**src/shared/dcsi_pkg.sv**
```systemverilog
// Operation
// relay holds each stop contact state at least 2 ms before drive acts.
// input changes shorter than 2 ms are ignored as if absent.
// power, both closed, no failure: drive enabled, halt off, circuit ok on.
// both open, no failure: output off, both status on, halt indicator shown.
// internal failure: output off, both status off, fault code shown.
// asserted status means open-collector transistor conducts.
// select equal to circuit-ok code routes circuit ok onto open-collector terminal.
// relay feeds circuit-ok terminal and its return to its feedback inputs.
// halt status used only for monitoring, never as stop input elsewhere.
// circuit ok used only for alarms or restart blocking, never as stop input.
// open contact means stop requested, closed means no stop.
// channels disagreeing after filtering count as internal circuit failure.
// without input power output stays off and both status outputs off.
package dcsi_pkg;
  localparam int unsigned CLK_HZ = 10_000_000;
  localparam int unsigned HOLD_US = 2000;
  localparam int unsigned HOLD_CYC = (HOLD_US * (CLK_HZ / 1_000_000));
  localparam int unsigned CNT_W = 16;

  // wishbone register byte addresses
  localparam logic [7:0] ADDR_CTRL = 8'h00;
  localparam logic [7:0] ADDR_STAT = 8'h04;
  localparam logic [7:0] ADDR_EVT = 8'h08;
  localparam logic [7:0] ADDR_MASK = 8'h0c;

  // ctrl fields
  localparam int unsigned CTRL_SEL_LSB = 0;
  localparam int unsigned CTRL_SEL_W = 8;
  localparam logic [7:0] CTRL_RST = 8'h00;
  localparam logic [7:0] SEL_HALT = 8'h50;
  localparam logic [7:0] SEL_CIRCUIT_OK = 8'h51;

  // status bit positions
  localparam int unsigned ST_ENABLE = 0;
  localparam int unsigned ST_HALT = 1;
  localparam int unsigned ST_OK = 2;
  localparam int unsigned ST_FAULT = 3;
  localparam int unsigned ST_CH1 = 4;
  localparam int unsigned ST_CH2 = 5;

  // event bit positions
  localparam int unsigned EV_W = 3;
  localparam int unsigned EV_HALT = 0;
  localparam int unsigned EV_FAULT = 1;
  localparam int unsigned EV_ENABLE = 2;

  localparam logic [7:0] FAULT_CODE_NONE = 8'h00;
  localparam logic [7:0] FAULT_CODE_MISMATCH = 8'h01;
  localparam logic [7:0] FAULT_CODE_INTERNAL = 8'h02;

  typedef enum logic [1:0] {
    DCSI_OFF,
    DCSI_RUN,
    DCSI_HALT,
    DCSI_FAULT
  } dcsi_state_e;
endpackage

```
**src/core/dcsi_filter.sv**
```systemverilog
`timescale 1ns/100ps
// hold-time filter: output follows input only after it is stable for hold_cyc cycles
module dcsi_filter
  import dcsi_pkg::*;
#(
  parameter int unsigned HOLD = HOLD_CYC
)
(
  input wire logic clk_i,
  input wire logic rst_i,
  input wire logic raw_i,
  output logic filt_o
);
  logic [CNT_W-1:0] cnt_ff;
  logic filt_ff;

  // count while the input differs from the accepted level
  always_ff @(posedge clk_i)
  begin
    if (rst_i)
    begin
      cnt_ff <= '0;
      filt_ff <= 1'b0; // open: stop requested until proven closed
    end
    else if (raw_i == filt_ff)
    begin
      cnt_ff <= '0; // short pulse discarded R2
    end
    else if (cnt_ff >= CNT_W'(HOLD - 1))
    begin
      cnt_ff <= '0;
      filt_ff <= raw_i;
    end
    else
    begin
      cnt_ff <= cnt_ff + 1'b1;
    end
  end

  assign filt_o = filt_ff;
endmodule

```
**src/core/dcsi_top.sv**
```systemverilog
`timescale 1ns/100ps
// dual channel stop interlock with wishbone register access
module dcsi_top
  import dcsi_pkg::*;
#(
  parameter int unsigned HOLD = HOLD_CYC
)
(
  input wire logic clk_i,
  input wire logic rst_i,
  // contact inputs: high means contact to return closed
  input wire logic stop_input_one_i,
  input wire logic stop_input_two_i,
  input wire logic power_ok_i,
  input wire logic circuit_fail_i,
  // wishbone classic slave
  input wire logic cyc_i,
  input wire logic stb_i,
  input wire logic we_i,
  input wire logic [7:0] adr_i,
  input wire logic [31:0] dat_i,
  input wire logic [3:0] sel_i,
  output logic [31:0] dat_o,
  output logic ack_o,
  output logic err_o,
  // drive and status outputs
  output logic drive_enable_o,
  output logic halt_state_o,
  output logic stop_circuit_ok_o,
  output logic open_collector_output_o,
  output logic halt_indicator_o,
  output logic [7:0] stop_circuit_fault_code_o,
  output logic irq_o
);
  // ----------------------------------------------------------------
  // input filtering
  // ----------------------------------------------------------------
  logic ch1_closed;
  logic ch2_closed;

  dcsi_filter #(.HOLD(HOLD)) u_flt1 (
    .clk_i(clk_i),
    .rst_i(rst_i),
    .raw_i(stop_input_one_i),
    .filt_o(ch1_closed)
  );

  dcsi_filter #(.HOLD(HOLD)) u_flt2 (
    .clk_i(clk_i),
    .rst_i(rst_i),
    .raw_i(stop_input_two_i),
    .filt_o(ch2_closed)
  );

  // ----------------------------------------------------------------
  // interlock decision
  // ----------------------------------------------------------------
  dcsi_state_e state_ff;
  dcsi_state_e nxt_state;
  logic [7:0] nxt_code;
  logic mismatch;

  assign mismatch = ch1_closed ^ ch2_closed;

  // classify the current situation
  always_comb
  begin
    nxt_code = FAULT_CODE_NONE;
    if (!power_ok_i)
    begin
      nxt_state = DCSI_OFF;
    end
    else if (circuit_fail_i)
    begin
      nxt_state = DCSI_FAULT;
      nxt_code = FAULT_CODE_INTERNAL;
    end
    else if (mismatch)
    begin
      nxt_state = DCSI_FAULT;
      nxt_code = FAULT_CODE_MISMATCH;
    end
    else if (ch1_closed)
    begin
      nxt_state = DCSI_RUN;
    end
    else
    begin
      nxt_state = DCSI_HALT;
    end
  end

  logic [7:0] code_ff;

  always_ff @(posedge clk_i)
  begin
    if (rst_i)
    begin
      state_ff <= DCSI_OFF;
      code_ff <= FAULT_CODE_NONE;
    end
    else
    begin
      state_ff <= nxt_state;
      code_ff <= nxt_code;
    end
  end

  // ----------------------------------------------------------------
  // outputs: high means transistor conducts
  // ----------------------------------------------------------------
  logic [CTRL_SEL_W-1:0] ctrl_ff;
  logic nxt_enable;
  logic nxt_halt;
  logic nxt_ok;
  logic nxt_oc;

  // status levels per state
  always_comb
  begin
    nxt_enable = 1'b0;
    nxt_halt = 1'b0;
    nxt_ok = 1'b0;
    case (nxt_state)
      DCSI_RUN:
      begin
        nxt_enable = 1'b1;
        nxt_ok = 1'b1;
      end
      DCSI_HALT:
      begin
        nxt_halt = 1'b1;
        nxt_ok = 1'b1;
      end
      default:
      begin
        nxt_enable = 1'b0;
      end
    endcase
    if (ctrl_ff == SEL_CIRCUIT_OK)
    begin
      nxt_oc = nxt_ok;
    end
    else if (ctrl_ff == SEL_HALT)
    begin
      nxt_oc = nxt_halt;
    end
    else
    begin
      nxt_oc = nxt_enable; // running status by default
    end
  end

  always_ff @(posedge clk_i)
  begin
    if (rst_i)
    begin
      drive_enable_o <= 1'b0;
      halt_state_o <= 1'b0;
      stop_circuit_ok_o <= 1'b0;
      open_collector_output_o <= 1'b0;
      halt_indicator_o <= 1'b0;
      stop_circuit_fault_code_o <= FAULT_CODE_NONE;
    end
    else
    begin
      drive_enable_o <= nxt_enable;
      halt_state_o <= nxt_halt;
      stop_circuit_ok_o <= nxt_ok;
      open_collector_output_o <= nxt_oc;
      halt_indicator_o <= nxt_halt;
      stop_circuit_fault_code_o <= nxt_code;
    end
  end

  // ----------------------------------------------------------------
  // events and interrupt
  // ----------------------------------------------------------------
  logic [EV_W-1:0] evt_ff;
  logic [EV_W-1:0] mask_ff;
  logic [EV_W-1:0] evt_set;
  logic acc;
  logic rd_evt;

  assign acc = cyc_i && stb_i && !ack_o && !err_o;
  assign rd_evt = acc && !we_i && (adr_i == ADDR_EVT);

  // entering halt, fault or run raises its event
  always_comb
  begin
    evt_set = '0;
    evt_set[EV_HALT] = (nxt_state == DCSI_HALT) && (state_ff != DCSI_HALT);
    evt_set[EV_FAULT] = (nxt_state == DCSI_FAULT) && (state_ff != DCSI_FAULT);
    evt_set[EV_ENABLE] = (nxt_state == DCSI_RUN) && (state_ff != DCSI_RUN);
  end

  // sticky events, cleared by read, new events win over the clear
  always_ff @(posedge clk_i)
  begin
    if (rst_i)
    begin
      evt_ff <= '0;
    end
    else if (rd_evt)
    begin
      evt_ff <= evt_set;
    end
    else
    begin
      evt_ff <= evt_ff | evt_set;
    end
  end

  always_ff @(posedge clk_i)
  begin
    if (rst_i)
    begin
      irq_o <= 1'b0;
    end
    else
    begin
      irq_o <= |(nxt_evt_irq());
    end
  end

  function automatic logic [EV_W-1:0] nxt_evt_irq();
    logic [EV_W-1:0] v;
    v = rd_evt ? evt_set : (evt_ff | evt_set);
    return v & mask_ff;
  endfunction

  // ----------------------------------------------------------------
  // wishbone slave
  // ----------------------------------------------------------------
  logic [31:0] nxt_dat;
  logic hit;

  // read mux and address decode
  always_comb
  begin
    nxt_dat = 32'h0000_0000;
    hit = 1'b1;
    if (adr_i == ADDR_CTRL)
    begin
      nxt_dat[CTRL_SEL_W-1:0] = ctrl_ff;
    end
    else if (adr_i == ADDR_STAT)
    begin
      nxt_dat[ST_ENABLE] = drive_enable_o;
      nxt_dat[ST_HALT] = halt_state_o;
      nxt_dat[ST_OK] = stop_circuit_ok_o;
      nxt_dat[ST_FAULT] = (code_ff != FAULT_CODE_NONE);
      nxt_dat[ST_CH1] = ch1_closed;
      nxt_dat[ST_CH2] = ch2_closed;
    end
    else if (adr_i == ADDR_EVT)
    begin
      nxt_dat[EV_W-1:0] = evt_ff;
    end
    else if (adr_i == ADDR_MASK)
    begin
      nxt_dat[EV_W-1:0] = mask_ff;
    end
    else
    begin
      hit = 1'b0;
    end
  end

  // one-cycle answer, dropped the cycle after
  always_ff @(posedge clk_i)
  begin
    if (rst_i)
    begin
      ack_o <= 1'b0;
      err_o <= 1'b0;
      dat_o <= 32'h0000_0000;
    end
    else
    begin
      ack_o <= acc && hit;
      err_o <= acc && !hit;
      dat_o <= (acc && hit && !we_i) ? nxt_dat : 32'h0000_0000;
    end
  end

  // writable registers, low byte lane only
  always_ff @(posedge clk_i)
  begin
    if (rst_i)
    begin
      ctrl_ff <= CTRL_RST;
      mask_ff <= '0;
    end
    else if (acc && we_i && sel_i[0])
    begin
      if (adr_i == ADDR_CTRL)
      begin
        ctrl_ff <= dat_i[CTRL_SEL_W-1:0];
      end
      else if (adr_i == ADDR_MASK)
      begin
        mask_ff <= dat_i[EV_W-1:0];
      end
    end
  end
endmodule

```
**config.mk**
```make
export PLATFORM = sky130hd
export DESIGN_NAME = dcsi_top
export DESIGN_NICKNAME = d
export VERILOG_FILES = /design/src/shared/dcsi_pkg.sv /design/src/core/dcsi_filter.sv /design/src/core/dcsi_top.sv
export SDC_FILE = /design/constraint.sdc
export NUM_CORES = 1
export LEC_CHECK = 0
export CAP_MARGIN = 20
export CORE_ASPECT_RATIO = 1.1
export CORE_MARGIN = 5
export CORE_UTILIZATION = 57
export CTS_CLUSTER_SIZE = 30
export DETAILED_ROUTE_END_ITERATION = 8
export DONT_BUFFER_PORTS = 1
export PLACE_DENSITY = 0.75
export SLEW_MARGIN = 20
export SYNTH_ARGS = -nofsm -noshare
export SYNTH_HDL_FRONTEND = slang
export SYNTH_SLANG_ARGS = --single-unit
```
**constraint.sdc**
```tcl
create_clock -name clk_i -period 1.7 [get_ports clk_i]
set_clock_uncertainty 0.05 [all_clocks]
set_input_delay 0.085 -clock clk_i [delete_from_list [all_inputs] [get_ports clk_i]]
set_output_delay 0.085 -clock clk_i [all_outputs]
set_load 0.1 [all_outputs]
```
==> results of run 1 <==
## area by class of cell
class                      count  area [sq um]
clock inverter                 5          53.8
fill                         390          1460
multi-input combinational    236          1770
sequential                    67          1360
inverter                      13          56.3
tap                           75          93.8
clock buffer                  11           131
timing repair buffer          58           473
## per-layer routing
layer	vias to the layer above	global-route usage, %	part of all wire (%)
li1	1173	-	-
met1	1147	20.8	37
met2	81	35.7	52
met3	29	6.52	6.9
met4	0	11.7	3.6
met5	-	0	0
## power by group
group	internal [mW]	switching, mW	total, mW
registers	1.59	0.0184	1.61
clock network	0.671	0.605	1.28
logic	0.118	0.469	0.586
## how the worst max path moves through the flow
stage,from,endpoint,slack [ns],depth (start not counted)
after floorplan,u_flt1.filt_o,irq_o,0.01,10
after global placement,u_flt2.cnt_ff[0],u_flt2.cnt_ff[3],-0.07,5
after detailed placement,u_flt2.cnt_ff[1],u_flt2.cnt_ff[5],-0.19,5
after CTS,u_flt2.filt_o,irq_o,0.006,9
after global routing,u_flt2.filt_o,irq_o,-0.08,10
final,u_flt1.filt_o,irq_o,-0.04,10
## state kept, by name, indices dropped and copies added, names as in the netlist, 2 cells and up
name,cells
ctrl_ff,8
dat_o,8
evt_ff,3
mask_ff,3
state_ff,2
stop_circuit_fault_code_o,2
u_flt1.cnt_ff,16
u_flt2.cnt_ff,16
## stage by stage
step / setup slack (ns) / hold WS [ns] / area (sq um)
finish: -0.0391 / -0.250 / 3940
detailed placement: -0.192 / 0.104 / 3440
floorplan: 0.0112 / 0.111 / 3300
global placement: -0.0743 / 0.103 / 3440
CTS: 0.00574 / -0.261 / 3840
global route: -0.0792 / -0.269 / 3940
## cells by family (layout without fill, tap and decap cells)
group,Yosys count,in the layout,share of synthesized area [%]
flops,67,67,42.2
buf+inv,50,87,10.0
xor+xnor,26,26,7.16
other cells,1,32,0.118
mux,18,18,6.84
fa+ha+maj,7,7,2.75
simple gates,131,131,24.7
compound gates,22,22,6.26
## placed cells by master, fill, tap and decap left out, types with 3 or more instances in the layout
cell           synthesis  routed
nand4_1                9       9
mux2i_1               15      15
inv_4                  0       3
nand2_1               17      13
dfxtp_4                0       3
nand2_4                0       3
xnor2_1               16      16
or3_1                  3       3
clkbuf_8               0       9
nor3_1                 8       8
mux4_2                 3       3
nand3_1                8       8
or4_4                  3       3
buf_4                 31      47
dfxtp_1               67      62
and4_1                 3       3
dlygate4sd3_1          0      10
ha_4                   0       5
a21oi_1                4       4
nor4_1                 5       5
nor2_1                44      44
nor2_4                 8       8
conb_1                 1      32
xor2_1                10      10
nor2b_1                6       4
inv_1                 13       9
## repair_timing
item | 4_1_cts | 5_1_grt
endpoints found under the setup margin | 25 | 23
resized for setup | 19 | 17
pin swaps | 5 | 6
setup buffers | 4 | 2
hold endpoints to repair | 34 | 27
## critical path: cells and delay by family (launching register included)
kind                     cells  cell delay [ns]
AO/OA/AOI/OAI                3             0.53
flip-flops                   1             0.35
adder cells (fa/ha/maj)      2             0.29
AND/OR/NAND/NOR              3             0.28
buffers and inverters        2             0.12
==> flow_summary.json, run 1 <==
{
  "status": "finished, violations left",
  "violations": "negative hold slack, negative setup slack",
  "cap_violations": 0,
  "drtIter0Drc": 134,
  "finalNetCount": 445,
  "drive_above_1_share_pct": 28.7,
  "synth_area_sq_um": 3180,
  "drt_first_pass_iters": 4,
  "instances_no_fill": 465,
  "critPathMaxStageDelay_ns": 0.35,
  "cts_hold_buf": 10,
  "rsz0062_at_grt": "yes",
  "grt_pass1_wl_mm": 10.9,
  "relSlewSlack_pct": 63.6,
  "vias": 2430,
  "setup_ws_ns": -0.0391,
  "synth_seq_cells": 67,
  "r2r-end": "irq_o",
  "worstPathRequired_ns": 1.89,
  "crit_chain": "inv_2 -> ha_4 -> nand2_4 -> nand2_4 -> inv_4 -> ha_4 -> nor2b_4 -> a32oi_1 -> a21oi_1 -> a221o_1",
  "hold_path.class": "input port to flop",
  "grt_overflow": 0,
  "worstReg2RegStart": "u_flt1.filt_o",
  "numCtsBuffers": 9,
  "synthToLayoutAreaGrowth_pct": 23.8,
  "grt_max_degree": 24,
  "diodes": 0,
  "port_buffers": 0,
  "hold_viol": 27,
  "placed_cells": 433,
  "cp_max_fo": 4,
  "yosysSeqAreaShare_pct": 42.2,
  "cp_data_arrival_time_ns": 1.93,
  "place.gp.congestion": 0.784,
  "ant_nets": 0,
  "drc": 0,
  "num_rows": 28,
  "num_io_pins": 101,
  "netlist_instances": 322,
  "syn_area_per_cell_sq_um": 9.88,
  "synth_top_flop_cell": "dfxtp_1",
  "whs_ns": -0.250,
  "irDropWorstVdd_mv": 0.640,
  "cts_root_buf": "clkbuf_8",
  "cts_sinks": 67,
  "via_per_inst": 5.23,
  "wl_per_cell_microns": 15.2,
  "slew_viol_final": 0,
  "async_flop_share_pct": 0,
  "min_from": "rst_i",
  "ys_top_cells_by_count": "67 x dfxtp_1, 44 x nor2_1, 31 x buf_4",
  "synth_edf_count": 0,
  "power.density_nw_per_um2": 882,
  "yosysMostFrequentCell": "dfxtp_1",
  "synth_area_leaders": "dfxtp_1 42%, buf_4 7.3%, nor2_1 5.2%",
  "min_period_over_period_pct": 102,
  "die_w_microns": 81.2,
  "grt_pass1_vias": 2392,
  "rrSetupSlack_ns": -0.04,
  "power_mw": 3.47,
  "h-tree-depth": 3,
  "dpl.hpwl_mm": 4.81,
  "setup_tns_ns": -0.0391,
  "track_usage_pct": 20.2,
  "tightestPinTransition_ns": 0.551,
  "setup_violations": 1,
  "hold-path-endpoint": "stop_circuit_ok_o",
  "die_y_microns": 88.3,
  "cts.clk_slew.worst_paths_ns": 0.08,
  "min_period_ns": 1.74,
  "end_kind": "flop",
  "p_leak_nw": 1.60,
  "holdPathStages": 1,
  "cts_tree": "yes",
  "finish.utilization_pct": 73.0,
  "die_area_sq_um": 7180,
  "criticalPathCategory": "flop to flop",
  "yosysUniqueCellTypes": 50,
  "fmaxAchievable_mhz": 575,
  "yosys.area.top_type": "dfxtp_1",
  "insertion_delay_ns": 0.34,
  "worst_path_max_delay_cell": "dfxtp_2",
  "worst-r2r-cell-count": 10,
  "totalWireLength_mm": 7.06,
  "startpoint_type": "flop",
  "synth_top_area_share_pct": 42.2,
  "cts_buffer_depth": 2,
  "antenna_found_initial": 0,
  "core-area_sq_um": 5400,
  "yosys_warnings": 0,
  "start_util_pct": 59.0
}
Power figures use the tool's default switching activity.
==> run 2, diff against run 1 <==
==> constraint.sdc (replaced) <==
create_clock -name clk_i -period 1.7 [get_ports clk_i]
set_clock_uncertainty 0.05 [all_clocks]
set_input_delay 0.34 -clock clk_i [delete_from_list [all_inputs] [get_ports clk_i]]
set_output_delay 0.34 -clock clk_i [all_outputs]
set_load 0.1 [all_outputs]
==> run 2 against run 1 <==
Compared with the run above: total power down 1.6%; sequential cell count did not move; maximum frequency grew 2.5%; global-route usage decreased by 1.9 points; non-clock buffer count decreased by 13; die area stayed put; setup slack improved by 0.042 ns; sequential power barely moved; the run now ends clean; via count fell by 5.8%; routed wire length down 13%.
==> flow_summary.json, run 2 (synthesis results as in run 1) <==
{
  "wl_per_cell_microns": 13.6,
  "min_period_over_period_pct": 99.8,
  "antenna_found_initial": 0,
  "track_usage_pct": 18.3,
  "cts_sinks": 67,
  "cts_tree": "yes",
  "drc": 0,
  "reg_top3": "u_flt1.cnt_ff: 16 flops, u_flt2.cnt_ff: 16 flops",
  "criticalPathCategory": "flop to flop",
  "drtIter0Drc": 68,
  "drt_first_pass_iters": 4,
  "stdcell_area_sq_um": 3780,
  "setup_violations": 0,
  "p_leak_nw": 1.53,
  "place_area_sq_um": 3450,
  "diodes": 0,
  "placed_cells": 431,
  "startpoint_type": "flop",
  "setup_tns_ns": 0,
  "ant_nets": 0,
  "preCtsSetupSlack_ns": -0.164,
  "dpl.hpwl_mm": 4.53,
  "n_fill_cell": 428,
  "rsz0062_at_grt": "yes",
  "grt_pass1_vias": 2253,
  "drive_above_1_share_pct": 29.2,
  "cts.clk_slew.worst_paths_ns": 0.08,
  "grt_overflow": 0,
  "worstPathRequired_ns": 1.88,
  "final_cell_mix": "61 x dfxtp_1, 44 x nor2_1, 41 x buf_4",
  "whs_ns": 0.00894,
  "core-area_sq_um": 5400,
  "via_per_inst": 5.06,
  "status": "completed",
  "insertion_delay_ns": 0.34,
  "cp_data_arrival_time_ns": 1.88,
  "instances_no_fill": 452,
  "num_io_pins": 101,
  "num_rows": 28,
  "h-tree-depth": 3,
  "start_util_pct": 59.0,
  "grt_max_degree": 24,
  "die_area_sq_um": 7180,
  "cts_buffer_depth": 2,
  "die_y_microns": 88.3,
  "fmaxAchievable_mhz": 589,
  "totalWireLength_mm": 6.15,
  "final_common_cell": "dfxtp_1",
  "hold_viol": 0,
  "numCtsBuffers": 9,
  "grt_pass1_wl_mm": 10.0,
  "cts_root_buf": "clkbuf_8",
  "end_kind": "flop",
  "hold_path.class": "input port to flop",
  "finalNetCount": 432,
  "power_mw": 3.42,
  "slew_viol_final": 0,
  "finish.utilization_pct": 70.2,
  "die_w_microns": 81.2,
  "min_period_ns": 1.70,
  "port_buffers": 0,
  "place.gp.congestion": 0.770,
  "cp_max_fo": 3,
  "vias": 2289,
  "irDropWorstVdd_mv": 0.556,
  "setup_ws_ns": 0.00338,
  "power.density_nw_per_um2": 903,
  "synthToLayoutAreaGrowth_pct": 19.0,
  "cap_violations": 0
}
## run 2: worst max-delay path, stage by stage, from the launching register on
cell	delay, ns
dfxtp_4	0.37
inv_4	0.06
ha_4	0.13
nand2_2	0.05
nand2_2	0.08
inv_2	0.05
buf_4	0.13
ha_4	0.14
a32o_2	0.24
a221o_1	0.29
## run 2: layout make-up
cell class	instances	area (sq um)	share of cell area (%)
Clock buffer	10	128	3.37
Inverter	13	53.8	1.42
Sequential cell	67	1360	35.9
Tap cell	75	93.8	2.48
Clock inverter	6	57.6	1.52
Timing Repair Buffer	45	378	9.98
Multi-Input combinational cell	236	1720	45.3
## run 2: what timing repair did
item	in CTS	in global routing
hold endpoints to repair	1	0
resized for setup	17	12
hold buffers	1	0
pin swaps	6	7
buffers inserted	2	2
setup endpoints to repair	16	15
## run 2: metal layers
metal	track usage (%)	share of wire [%]
met5	0	0
met4	9.83	2.6
met3	4.48	6.8
met2	32.6	51
met1	19.7	40
## run 2: worst paths after layout
kind / startpoint / end / slack, ns / depth (start not counted)
worst max-delay path: u_flt1.filt_o / irq_o / 0.003 / 9
worst min-delay path: adr_i[2] / dat_o[6] / 0.009 / 1
worst max register to register: u_flt1.filt_o / irq_o / 0.003 / 9
worst min register to register: u_flt1.cnt_ff[0] / u_flt1.cnt_ff[0] / 0.41 / 1
## run 2: where the power goes
| part | internal (mW) | total (mW) | leakage, nW | switching, mW |
|---|---|---|---|---|
| Combinational | 0.105 | 0.551 | 0.883 | 0.446 |
| Sequential | 1.59 | 1.61 | 0.547 | 0.0199 |
| Clock | 0.667 | 1.26 | 0.0958 | 0.588 |
| Total | 2.36 | 3.42 | 1.53 | 1.05 |
==> run 3, diff against run 2 <==
--- a/config.mk
+++ b/config.mk
@@ -8,11 +8,11 @@
 export CAP_MARGIN = 20
 export CORE_ASPECT_RATIO = 1.1
 export CORE_MARGIN = 5
-export CORE_UTILIZATION = 57
+export CORE_UTILIZATION = 53
 export CTS_CLUSTER_SIZE = 30
 export DETAILED_ROUTE_END_ITERATION = 8
 export DONT_BUFFER_PORTS = 1
-export PLACE_DENSITY = 0.75
+export PLACE_DENSITY = 0.71
 export SLEW_MARGIN = 20
 export SYNTH_ARGS = -nofsm -noshare
 export SYNTH_HDL_FRONTEND = slang
==> run 3 against run 2 <==
Compared with the run above: the flow now finishes with violations (negative setup slack); routed wire length rose by 13%; combinational power is 8.3% higher; highest routed layer unchanged; via count grew 5.7%; final area increased by 6.0%; critical path depth unchanged; first-iteration DRC count unchanged; non-clock buffer count increased by 16; largest power group unchanged; setup slack got worse by 0.029 ns; count of clock-buffer cells in the layout increased by 2.
==> flow_summary.json, run 3 (synthesis results as in run 1) <==
{
  "status": "finished, violations left",
  "violations": "negative setup slack",
  "track_usage_pct": 18.1,
  "hold_viol": 0,
  "slew_viol_final": 0,
  "reg_top3": "u_flt1.cnt_ff: 16 flops, u_flt2.cnt_ff: 16 flops",
  "preCtsSetupSlack_ns": -0.170,
  "cp_data_arrival_time_ns": 1.90,
  "num_io_pins": 101,
  "whs_ns": 0.00965,
  "die_y_microns": 91.2,
  "grt_max_degree": 18,
  "vias": 2419,
  "multiInputGateArea_sq_um": 1770,
  "die_area_sq_um": 7650,
  "wl_per_cell_microns": 14.8,
  "min_period_ns": 1.73,
  "cts.clk_slew.worst_paths_ns": 0.08,
  "cp_max_fo": 3,
  "end_kind": "flop",
  "setup_ws_ns": -0.0255,
  "drtIter0Drc": 68,
  "placed_cells": 441,
  "n_fill_cell": 454,
  "ant_nets": 0,
  "diodes": 0,
  "antenna_found_initial": 0,
  "place_area_sq_um": 3500,
  "core-area_sq_um": 5810,
  "final_cell_mix": "62 x dfxtp_1, 54 x buf_4, 44 x nor2_1",
  "rsz0062_at_grt": "yes",
  "dpl.hpwl_mm": 4.65,
  "place.gp.congestion": 0.824,
  "cts_buffer_depth": 2,
  "grt_overflow": 0,
  "busiest_layer": "met2",
  "insertion_delay_ns": 0.35,
  "drc": 0,
  "h-tree-depth": 3,
  "final_common_cell": "dfxtp_1",
  "synthToLayoutAreaGrowth_pct": 26.1,
  "hold_path.class": "input port to flop",
  "p_leak_nw": 1.65,
  "cts_root_buf": "clkbuf_8",
  "irDropWorstVdd_mv": 0.670,
  "grt_pass1_wl_mm": 11.1,
  "instances_no_fill": 470,
  "start_util_pct": 54.8,
  "numCtsBuffers": 9,
  "setup_violations": 1,
  "stdcell_area_sq_um": 4010,
  "grt_use_met2_pct": 32.4,
  "die_w_microns": 83.9,
  "fmaxAchievable_mhz": 580,
  "startpoint_type": "flop",
  "finish.utilization_pct": 69.1,
  "via_per_inst": 5.15,
  "power.density_nw_per_um2": 926,
  "num_rows": 29,
  "grtUsageMet1_pct": 19.1,
  "cts_tree": "yes",
  "use_met3_pct": 4.98,
  "finalNetCount": 448,
  "worstPathRequired_ns": 1.88,
  "seq_area_sq_um": 1360,
  "cap_violations": 0,
  "totalWireLength_mm": 6.94,
  "min_period_over_period_pct": 102,
  "drt_first_pass_iters": 5,
  "drive_above_1_share_pct": 31.6,
  "cts_sinks": 67,
  "port_buffers": 0,
  "criticalPathCategory": "flop to flop",
  "grt_pass1_vias": 2381
}
==> run 3: changes by cell type in the layout (fill, tap and decap cells not counted), moves of 2 or more <==
cell	change
buf_4	+13
clkbuf_8	+2
clkinv_2	-3
dlygate4sd3_1	+3
nand2_4	+2
==> run 3: worst max-delay path, cell delays in order (launching register included) <==
cell	delay [ns]
dfxtp_4	0.37
inv_4	0.06
ha_4	0.14
nand2_4	0.05
nand2_4	0.09
inv_4	0.05
buf_6	0.11
ha_4	0.15
a32o_2	0.26
a221o_1	0.29
==> run 3: area by class of cell <==
type,instances,area share (%)
Sequential cell,67,33.9
Clock buffer,12,3.87
Inverter,13,1.40
Tap cell,77,2.40
Clock inverter,4,1.84
Timing Repair Buffer,61,12.4
Multi-Input combinational cell,236,44.2
==> run 3: report_power, final <==
group | switching (mW) | leakage [nW] | internal (mW) | total, mW
combinational | 0.467 | 0.986 | 0.130 | 0.597
clock | 0.599 | 0.117 | 0.907 | 1.51
sequential | 0.0207 | 0.546 | 1.59 | 1.61
total | 1.09 | 1.65 | 2.63 | 3.71
==> run 3: final timing paths <==
check	start	to	slack (ns)	cells after the start
worst max-delay path	u_flt1.filt_o	irq_o	-0.03	9
worst min-delay path	rst_i	mask_ff[0]	0.01	1
worst max register to register	u_flt1.filt_o	irq_o	-0.03	9
worst min register to register	u_flt1.cnt_ff[14]	u_flt1.cnt_ff[14]	0.46	2
==> run 3: stage by stage <==
| stage | power [mW] | TNS (ns) |
|---|---|---|
| finish | 3.71 | -0.0255 |
| detailed placement | 2.17 | -2.64 |
| global route | 3.85 | -0.0877 |
| CTS | 3.70 | -0.0223 |
| floorplan | 2.17 | 0 |
| global placement | 2.16 | -1.25 |
==> run 3: what timing repair did <==
| action | in CTS | in global routing |
|---|---|---|
| hold endpoints to repair | 8 | 3 |
| gates resized for setup | 21 | 18 |
| endpoints found under the setup margin | 31 | 23 |
| buffers inserted | 5 | 4 |
| hold buffers | 2 | 2 |
| pin swaps | 6 | 8 |
==> run 3: per-layer routing <==
metal | part of all wire (%) | up-vias
met4 | 2.4 | 0
met1 | 38 | 1143
met3 | 6.9 | 15
met5 | 0 | -
met2 | 53 | 73
li1 | - | 1188
